**config.mk**
```make
export PLATFORM = sky130hd
export DESIGN_NAME = bbp_core
export DESIGN_NICKNAME = d
export VERILOG_FILES = /design/src/verilog/bbp_pkg.sv /design/src/verilog/bbp_core.sv
export SDC_FILE = /design/constraint.sdc
export NUM_CORES = 1
export LEC_CHECK = 0
export BUFFER_PORTS_ARGS = -buffer_cell sky130_fd_sc_hd__buf_2
export CORE_UTILIZATION = 49
export CTS_BUF_LIST = sky130_fd_sc_hd__clkbuf_2
export CTS_CLUSTER_DIAMETER = 50
export CTS_CLUSTER_SIZE = 40
export DETAILED_ROUTE_END_ITERATION = 6
export MAX_ROUTING_LAYER = met4
export PLACE_DENSITY = 0.72
export SYNTH_ARGS = -nofsm -noshare
export SYNTH_HDL_FRONTEND = slang
export SYNTH_SLANG_ARGS = --single-unit
export TNS_END_PERCENT = 5
```
**constraint.sdc**
```tcl
create_clock -name REF_CLK_I -period 12.2 [get_ports REF_CLK_I]
set_input_delay 3.05 -clock REF_CLK_I [delete_from_list [all_inputs] [get_ports REF_CLK_I]]
set_output_delay 3.05 -clock REF_CLK_I [all_outputs]
set_load 0.02 [all_outputs]
```
**src/verilog/bbp_pkg.sv**
```systemverilog
// Constants, opcodes and carrier types of the one-bit instruction unit.
package bbp_pkg;

    // =====================================================================
    // Opcodes of the one-bit subset
    localparam logic [7:0] OP_SET_C    = 8'hD3;
    localparam logic [7:0] OP_SET_B    = 8'hD2;
    localparam logic [7:0] OP_CLR_C    = 8'hC3;
    localparam logic [7:0] OP_CLR_B    = 8'hC2;
    localparam logic [7:0] OP_INV_C    = 8'hB3;
    localparam logic [7:0] OP_INV_B    = 8'hB2;
    localparam logic [7:0] OP_MOV_CB   = 8'hA2;
    localparam logic [7:0] OP_MOV_BC   = 8'h92;
    localparam logic [7:0] OP_AND_B    = 8'h82;
    localparam logic [7:0] OP_AND_NB   = 8'hB0;
    localparam logic [7:0] OP_OR_B     = 8'h72;
    localparam logic [7:0] OP_OR_NB    = 8'hA0;
    localparam logic [7:0] OP_BR_C     = 8'h40;
    localparam logic [7:0] OP_BR_NC    = 8'h50;
    localparam logic [7:0] OP_BR_B1    = 8'h20;
    localparam logic [7:0] OP_BR_B0    = 8'h30;
    localparam logic [7:0] OP_BR_BCLR  = 8'h10;

    // =====================================================================
    // Bit space layout
    localparam logic [7:0] RAM_BIT_BASE = 8'h20;
    localparam logic [7:0] STATUS_ADDR  = 8'hD0;
    localparam int         CARRY_POS    = 7;
    localparam int         SFR_SEL_BIT  = 7;

    // =====================================================================
    // Timing and reset values
    localparam int          MC_CLKS_DEF = 12;
    localparam int          CNT_W       = 5;
    localparam logic [15:0] PC_RESET    = 16'h0000;

    typedef enum logic [3:0] {
        K_NONE, K_SET, K_CLR, K_INV, K_MOVCB, K_MOVBC, K_AND, K_ANDN,
        K_OR, K_ORN, K_BRC, K_BRNC, K_BRB1, K_BRB0, K_BRBC
    } bbp_kind_type;

    typedef struct packed {
        bbp_kind_type kind;
        logic         uses_bit;   // Direct bit address follows opcode
        logic [1:0]   len;        // Bytes in encoding
        logic [1:0]   cycles;     // Instruction cycles
    } bbp_dec_type;

    typedef struct packed {
        logic        rd;
        logic [15:0] addr;
    } bbp_pm_req_type;

    typedef struct packed {
        logic       rd;
        logic       wr;
        logic [7:0] addr;
        logic [7:0] wdata;
    } bbp_dm_req_type;

endpackage

```
**src/verilog/bbp_core.sv**
```systemverilog
// One-bit instruction fetch, decode and execute unit.
`timescale 1ns/100ps
module bbp_core
    import bbp_pkg::*;
#(
    parameter int MC_CLKS = MC_CLKS_DEF
) (
    input  wire logic           REF_CLK_I,  // 25 MHz clock
    input  wire logic           RST_I,      // Synchronous reset, high
    input  wire logic           CE_I,       // Clock enable
    output bbp_pm_req_type      PM_REQ_O,   // Program memory read
    input  wire logic [7:0]     PM_DATA_I,  // Program byte
    output bbp_dm_req_type      DM_REQ_O,   // Data space access
    input  wire logic [7:0]     DM_RDATA_I, // Data space byte
    output logic                CARRY_O,    // Carry flag
    output logic [15:0]         PC_O,       // Program counter
    output logic                RETIRE_O,   // Instruction done pulse
    output logic                FOREIGN_O   // Opcode outside subset
);

    // =====================================================================
    // Decode
    function automatic bbp_dec_type decode(input logic [7:0] op);
        bbp_dec_type d;
        d = '{kind: K_NONE, uses_bit: 1'b0, len: 2'd1, cycles: 2'd1};
        unique case (op)
            OP_SET_C:   d.kind = K_SET;
            OP_CLR_C:   d.kind = K_CLR;
            OP_INV_C:   d.kind = K_INV;
            OP_SET_B:   d = '{K_SET, 1'b1, 2'd2, 2'd1};
            OP_CLR_B:   d = '{K_CLR, 1'b1, 2'd2, 2'd1};
            OP_INV_B:   d = '{K_INV, 1'b1, 2'd2, 2'd1};
            OP_MOV_CB:  d = '{K_MOVCB, 1'b1, 2'd2, 2'd1};
            OP_MOV_BC:  d = '{K_MOVBC, 1'b1, 2'd2, 2'd2};
            OP_AND_B:   d = '{K_AND, 1'b1, 2'd2, 2'd2};
            OP_AND_NB:  d = '{K_ANDN, 1'b1, 2'd2, 2'd2};
            OP_OR_B:    d = '{K_OR, 1'b1, 2'd2, 2'd2};
            OP_OR_NB:   d = '{K_ORN, 1'b1, 2'd2, 2'd2};
            OP_BR_C:    d = '{K_BRC, 1'b0, 2'd2, 2'd2};
            OP_BR_NC:   d = '{K_BRNC, 1'b0, 2'd2, 2'd2};
            OP_BR_B1:   d = '{K_BRB1, 1'b1, 2'd3, 2'd2};
            OP_BR_B0:   d = '{K_BRB0, 1'b1, 2'd3, 2'd2};
            OP_BR_BCLR: d = '{K_BRBC, 1'b1, 2'd3, 2'd2};
            default:    d = d;
        endcase
        return d;
    endfunction

    // Byte holding a given bit of the bit space
    function automatic logic [7:0] bit_byte(input logic [7:0] ba);
        if (ba[SFR_SEL_BIT]) begin
            return {ba[7:3], 3'b000};
        end
        return RAM_BIT_BASE + {4'h0, ba[6:3]};
    endfunction

    // =====================================================================
    // State
    typedef enum logic [4:0] {
        S_FETCH = 5'b00001,
        S_READ  = 5'b00010,
        S_EXEC  = 5'b00100,
        S_WAIT  = 5'b01000,
        S_IDLE  = 5'b10000
    } bbp_state_type;

    bbp_state_type  state;
    bbp_state_type  next_state;
    logic [1:0]     phase;
    logic [1:0]     byte_idx;
    logic [7:0]     opcode;
    logic [7:0]     bit_addr;
    logic [7:0]     disp;
    logic [7:0]     data_byte;
    logic [15:0]    pc;
    logic [15:0]    fetch_pc;
    logic           carry;
    logic           taken;
    logic [CNT_W-1:0] clk_cnt;
    bbp_pm_req_type pm_req;
    bbp_dm_req_type dm_req;

    // =====================================================================
    // Combinational decode and execute terms
    wire bbp_dec_type dec      = decode(opcode);
    wire logic        is_alias = (bit_byte(bit_addr) == STATUS_ADDR) &&
                                 (bit_addr[2:0] == 3'(CARRY_POS));
    wire logic [7:0]  rd_byte  = DM_RDATA_I;
    wire logic        bit_val  = is_alias ? carry : data_byte[bit_addr[2:0]];
    wire logic [1:0]  need_len = (byte_idx == 2'd0) ? 2'd1 : dec.len;
    wire logic        ph_last  = (phase == 2'd2);
    wire logic [15:0] next_pc  = pc + {14'h0, dec.len};
    wire logic [15:0] br_pc    = next_pc + {{8{disp[7]}}, disp};
    wire logic [CNT_W-1:0] end_cnt =
        CNT_W'(int'(dec.cycles) * MC_CLKS - 1);

    logic       next_carry;
    logic       next_bit;
    logic       do_write;
    logic       next_taken;

    // Result of the operation on carry and the addressed bit
    always_comb begin
        next_carry = carry;
        next_bit   = bit_val;
        do_write   = 1'b0;
        next_taken = 1'b0;
        unique case (dec.kind)
            K_SET, K_CLR, K_INV: begin
                if (dec.uses_bit) begin
                    next_bit = (dec.kind == K_SET) ? 1'b1 :
                               (dec.kind == K_CLR) ? 1'b0 : ~bit_val;
                    do_write = 1'b1;
                end else begin
                    next_carry = (dec.kind == K_SET) ? 1'b1 :
                                 (dec.kind == K_CLR) ? 1'b0 : ~carry;
                end
            end
            K_MOVCB: next_carry = bit_val;
            K_MOVBC: begin
                next_bit = carry;
                do_write = 1'b1;
            end
            K_AND:  next_carry = carry & bit_val;
            K_ANDN: next_carry = carry & ~bit_val;
            K_OR:   next_carry = carry | bit_val;
            K_ORN:  next_carry = carry | ~bit_val;
            K_BRC:  next_taken = carry;
            K_BRNC: next_taken = ~carry;
            K_BRB1: next_taken = bit_val;
            K_BRB0: next_taken = ~bit_val;
            K_BRBC: begin
                next_taken = bit_val;
                next_bit   = 1'b0;
                do_write   = bit_val;
            end
            K_NONE: next_taken = 1'b0;
        endcase
        if (do_write && is_alias) begin
            next_carry = next_bit;
        end
    end

    // Only the addressed bit changes in the written byte
    wire logic [7:0] wr_mask = 8'h01 << bit_addr[2:0];
    wire logic [7:0] wr_byte = (data_byte & ~wr_mask) |
                               (next_bit ? wr_mask : 8'h00);

    // =====================================================================
    // Sequencer
    always_comb begin
        next_state = state;
        unique case (state)
            S_IDLE:  next_state = S_FETCH;
            S_FETCH: begin
                if (ph_last && (byte_idx + 2'd1 >= need_len)) begin
                    next_state = (byte_idx == 2'd0 && dec.len == 2'd1)
                                 ? S_FETCH : S_FETCH;
                end
                if (ph_last && byte_idx != 2'd0 &&
                    byte_idx + 2'd1 >= dec.len) begin
                    next_state = dec.uses_bit ? S_READ : S_EXEC;
                end
            end
            S_READ:  next_state = ph_last ? S_EXEC : S_READ;
            S_EXEC:  next_state = S_WAIT;
            S_WAIT:  next_state = (clk_cnt >= end_cnt) ? S_FETCH : S_WAIT;
        endcase
    end

    // Opcode byte just captured: decode of the live byte decides length
    wire bbp_dec_type op_dec  = decode(PM_DATA_I);
    wire logic        op_done = (state == S_FETCH) && ph_last &&
                                (byte_idx == 2'd0);
    wire logic        op_one  = op_done && (op_dec.len == 2'd1);

    always_ff @(posedge REF_CLK_I) begin
        if (RST_I) begin
            state     <= S_IDLE;
            phase     <= 2'd0;
            byte_idx  <= 2'd0;
            opcode    <= 8'h00;
            bit_addr  <= 8'h00;
            disp      <= 8'h00;
            data_byte <= 8'h00;
            pc        <= PC_RESET;
            fetch_pc  <= PC_RESET;
            carry     <= 1'b0;
            taken     <= 1'b0;
            clk_cnt   <= '0;
            pm_req    <= '0;
            dm_req    <= '0;
            RETIRE_O  <= 1'b0;
            FOREIGN_O <= 1'b0;
        end else if (CE_I) begin
            pm_req.rd <= 1'b0;
            dm_req.rd <= 1'b0;
            dm_req.wr <= 1'b0;
            RETIRE_O  <= 1'b0;
            FOREIGN_O <= 1'b0;
            clk_cnt   <= clk_cnt + CNT_W'(1);
            state     <= op_one ? S_EXEC : next_state;
            unique case (state)
                S_IDLE: begin
                    fetch_pc <= pc;
                    clk_cnt  <= '0;
                    phase    <= 2'd0;
                    byte_idx <= 2'd0;
                end
                S_FETCH: begin
                    // Issue, memory latches, capture
                    phase <= ph_last ? 2'd0 : phase + 2'd1;
                    if (phase == 2'd0) begin
                        pm_req <= '{rd: 1'b1, addr: fetch_pc};
                        if (byte_idx == 2'd0) begin
                            clk_cnt <= CNT_W'(1);
                        end
                    end
                    if (ph_last) begin
                        fetch_pc <= fetch_pc + 16'h0001;
                        byte_idx <= byte_idx + 2'd1;
                        unique case (byte_idx)
                            2'd0:    opcode <= PM_DATA_I;
                            2'd1: begin
                                if (dec.uses_bit) begin
                                    bit_addr <= PM_DATA_I;
                                end else begin
                                    disp <= PM_DATA_I;
                                end
                            end
                            default: disp <= PM_DATA_I;
                        endcase
                    end
                end
                S_READ: begin
                    phase <= ph_last ? 2'd0 : phase + 2'd1;
                    if (phase == 2'd0 && !is_alias) begin
                        dm_req.rd   <= 1'b1;
                        dm_req.addr <= bit_byte(bit_addr);
                    end
                    if (ph_last) begin
                        data_byte <= is_alias ? 8'h00 : rd_byte;
                    end
                end
                S_EXEC: begin
                    carry <= next_carry;
                    taken <= next_taken;
                    FOREIGN_O <= (dec.kind == K_NONE);
                    if (do_write && !is_alias) begin
                        dm_req <= '{rd: 1'b0, wr: 1'b1,
                                    addr: bit_byte(bit_addr),
                                    wdata: wr_byte};
                    end
                end
                S_WAIT: begin
                    if (clk_cnt >= end_cnt) begin
                        // Hold until the documented cycle count ends
                        pc       <= taken ? br_pc : next_pc;
                        fetch_pc <= taken ? br_pc : next_pc;
                        RETIRE_O <= 1'b1;
                        taken    <= 1'b0;
                        byte_idx <= 2'd0;
                        phase    <= 2'd0;
                        clk_cnt  <= '0;
                    end
                end
            endcase
            if (op_one) begin
                byte_idx <= 2'd0;
            end
        end
    end

    assign PM_REQ_O = pm_req;
    assign DM_REQ_O = dm_req;
    assign CARRY_O  = carry;
    assign PC_O     = pc;

endmodule

```
==> impl_metrics.ini <==
[sta]
final.period_utilization_pct = 44.5
slew_violations = 0
fmax_ghz = 0.184
rsz0062_at_grt = false
slew_headroom_pct = 20.6
hold_viol_final = 0
setup_tns_ns = 0
whs_ns = 0.478
post-route-min-period_ns = 5.43
worst_pin_slew_ns = 1.19
setup_violations = 0
clock_skew_ns = 0.0258

[global_routing]
grt_usage_pct = 26.9
met3_usage_pct = 4.44
grt_max_degree = 94
grt_use_met1_pct = 37.2
grt_pass1_vias = 6095
use_met2_pct = 40.0
grt-ovfl-total = 0
busiest_layer = met2
grt_pass1_wl_mm = 31.1
antenna_found_initial = 1

[flow_run]
max-cap-violations = 0

[worst_hold_path]
holdCritStartpoint = DM_REQ_O[17]
min_path_type = register to register

[worst_setup_path]
crit_family = simple AND/OR/NAND/NOR gates
required_ns = 12.80
path_cells = or3_1, or4_4, nand2_1, ha_1, inv_1, fa_1, nand4b_1, or3_1, xnor2_1, ha_1, a21oi_1, o21ai_0, a2111o_1, o2111a_1, a211oi_1, nor3_1, nand3b_1, a211oi_1
cp_slowest_stage_delay_ns = 0.60
critPathCaptureType = register
criticalPathCategory = register to register
cp-start-kind = register
cp.arrival_ns = 6.03
crit_buf_inv = 1
crit_slowest_cell = or4_4
cp-startpoint = opcode[0]
path_max_fanout = 9
reg2reg_from = opcode[0]

[detailed_routing]
vias = 6823
routed_wirelength_mm = 19.0
antenna_left = 0
drc = 5
wire_per_inst_um = 16.5
drt_iter0_drc = 528
viasPerCell = 5.92
first_pass_iters = 7

[floorplan]
core_mm2 = 0.0145
die_h_um = 124
start_util_pct = 50.1
die_x_um = 124
die_area_mm2 = 0.0153
ios = 73
rows = 44

[synth]
syn_area_mm2 = 0.00725
yosysWarnings = 0
yosys-top-cells-count = nor2_1 (137), dfxtp_1 (117), nand2_1 (80), a21oi_1 (52), clkbuf_1 (50)
yosys.area.top_type = dfxtp_1
ys_seq_area_share_pct = 32.3
synth_cell_type_count = 70
syn_nets = 965
async_reset_ff_share_pct = 0
yosysTopAreaCellShare_pct = 32.3
ys_ff_latch = 117
synth_edf_count = 0
syn_inst = 916
synth_flop_cell = dfxtp_1
synth.most_common_cell = nor2_1
synth.avg_cell_area_um2 = 7.92
synthTopCellsByArea = dfxtp_1 (32%), nor2_1 (7.1%), mux2i_1 (6.8%)

[finish]
syn_to_final_growth_pct = 8.70
nFillCells = 1415
drive_gt1_share_pct = 11.9
nets = 1003

[clock_tree]
cts_max_path_buffers = 2
clk_pin_slew_worst_paths_ns = 0.18
clk_latency_ns = 0.69
htree_levels = 4
cts_tree = built
post_cts_buffers = 0
cts_root_buffer = clkbuf_2
cts_sinks = 117
cts.repair.resized = 0
cts-buffers-inserted = 17
holdBufCountCts = 0

[pwr]
switchingPower_uw = 195
power_frac_seq_pct = 57.2
clock_power_share_pct = 35.8
power_leakage_uw = 0.00326
power_density_mw_per_mm2 = 88.2
switching_share_pct = 28.0
peakVddDrop_v = 0.0000683
p_comb_share_pct = 7.0
power_uw = 695
p_int_uw = 501

[place]
place.port_buffers = 72
gp_congestion = 0.923
hpwlAfterDp_mm = 13.4

[status]
status = complete, but fails checks
violations = DRC
-- area by class of cell --
class                   count  area, um^2  share of cell area [%]
clock inverters            13         134                    1.70
well taps                 184         230                    2.92
inverters                  27         101                    1.29
clock buffers              19        95.1                    1.21
diodes                      1        2.50                  0.0318
multi-input cells         716        4590                    58.2
flip-flops and latches    117        2340                    29.7
repair buffers             75         385                    4.89
-- metrics by stage --
step / utilization, % / setup slack [ns] / cell area, um^2 / cells
after floorplan: - / 7.35 / 7250 / 916
after global placement: 52.8 / 7.01 / 7650 / 1119
after detailed placement: 52.8 / 6.89 / 7650 / 1119
after CTS: 54.4 / 6.83 / 7880 / 1151
after global routing: 54.4 / 6.34 / 7880 / 1152
final: 54.4 / 6.77 / 7880 / 1152
-- metal layers --
layer	wire length, um	share of wire (%)	vias up
li1	-	-	3377
met1	9270	49	3201
met2	8410	44	221
met3	1090	5.7	24
met4	281	1.5	0
met5	0	0	-
-- cells by family (layout without fill, tap and decap cells) --
| family | count (synthesis) | after routing | share of synthesized area (%) |
|---|---|---|---|
| xor gates and xnor gates | 45 | 45 | 5.44 |
| other | 0 | 1 | 0 |
| muxes | 52 | 52 | 7.54 |
| adders and majority gates | 30 | 30 | 5.38 |
| buffers and inverters | 83 | 134 | 4.45 |
| DFF | 117 | 117 | 32.3 |
| AOI/OAI and AO/OA | 217 | 217 | 20.1 |
| and+or+nand+nor | 372 | 372 | 24.7 |
-- layout by cell type (no fill, tap or decap), types with 25 or more instances in the layout --
cell type    n
nor3_1      25
buf_2       71
dfxtp_1    117
nor2_1     137
a21oi_1     52
nand2_1     80
ha_1        28
nand3_1     25
inv_1       27
o21ai_0     43
mux2i_1     49
-- power by group through the flow --
stage	sequential (uW)	combinational (uW)	clock [uW]
floorplan	403	35.1	0
global route	399	53.9	271
global placement	405	47.5	0
detailed placement	405	47.8	0
finish	398	48.9	249
CTS	397	48.3	254
-- final timing paths --
check	to	slack [ns]	cells past startpoint
max	fetch_pc[15]	6.77	18
min	DM_REQ_O[17]	0.48	2
max reg2reg	fetch_pc[15]	6.77	18
min reg2reg	DM_REQ_O[17]	0.48	2
-- flip-flops by register name (all words and copies together) (netlist names) --
name and count:
CARRY_O 1, DM_REQ_O 18, FOREIGN_O 1, PC_O 16
PM_REQ_O 17, RETIRE_O 1, bit_addr 8, byte_idx 2
clk_cnt 5, data_byte 8, disp 8, fetch_pc 16
opcode 8, phase 2, state 5, taken 1
-- worst register-to-register path: cells and delay by family, from the launching register on --
family                     cells  cell delay [ns]
adders and majority gates      3             0.91
and+or+nand+nor                7             2.25
buffers and inverters          1             0.06
DFF                            1             0.37
AOI/OAI and AO/OA              6             1.55
xor gates and xnor gates       1             0.22
Power figures use the tool's default switching activity.
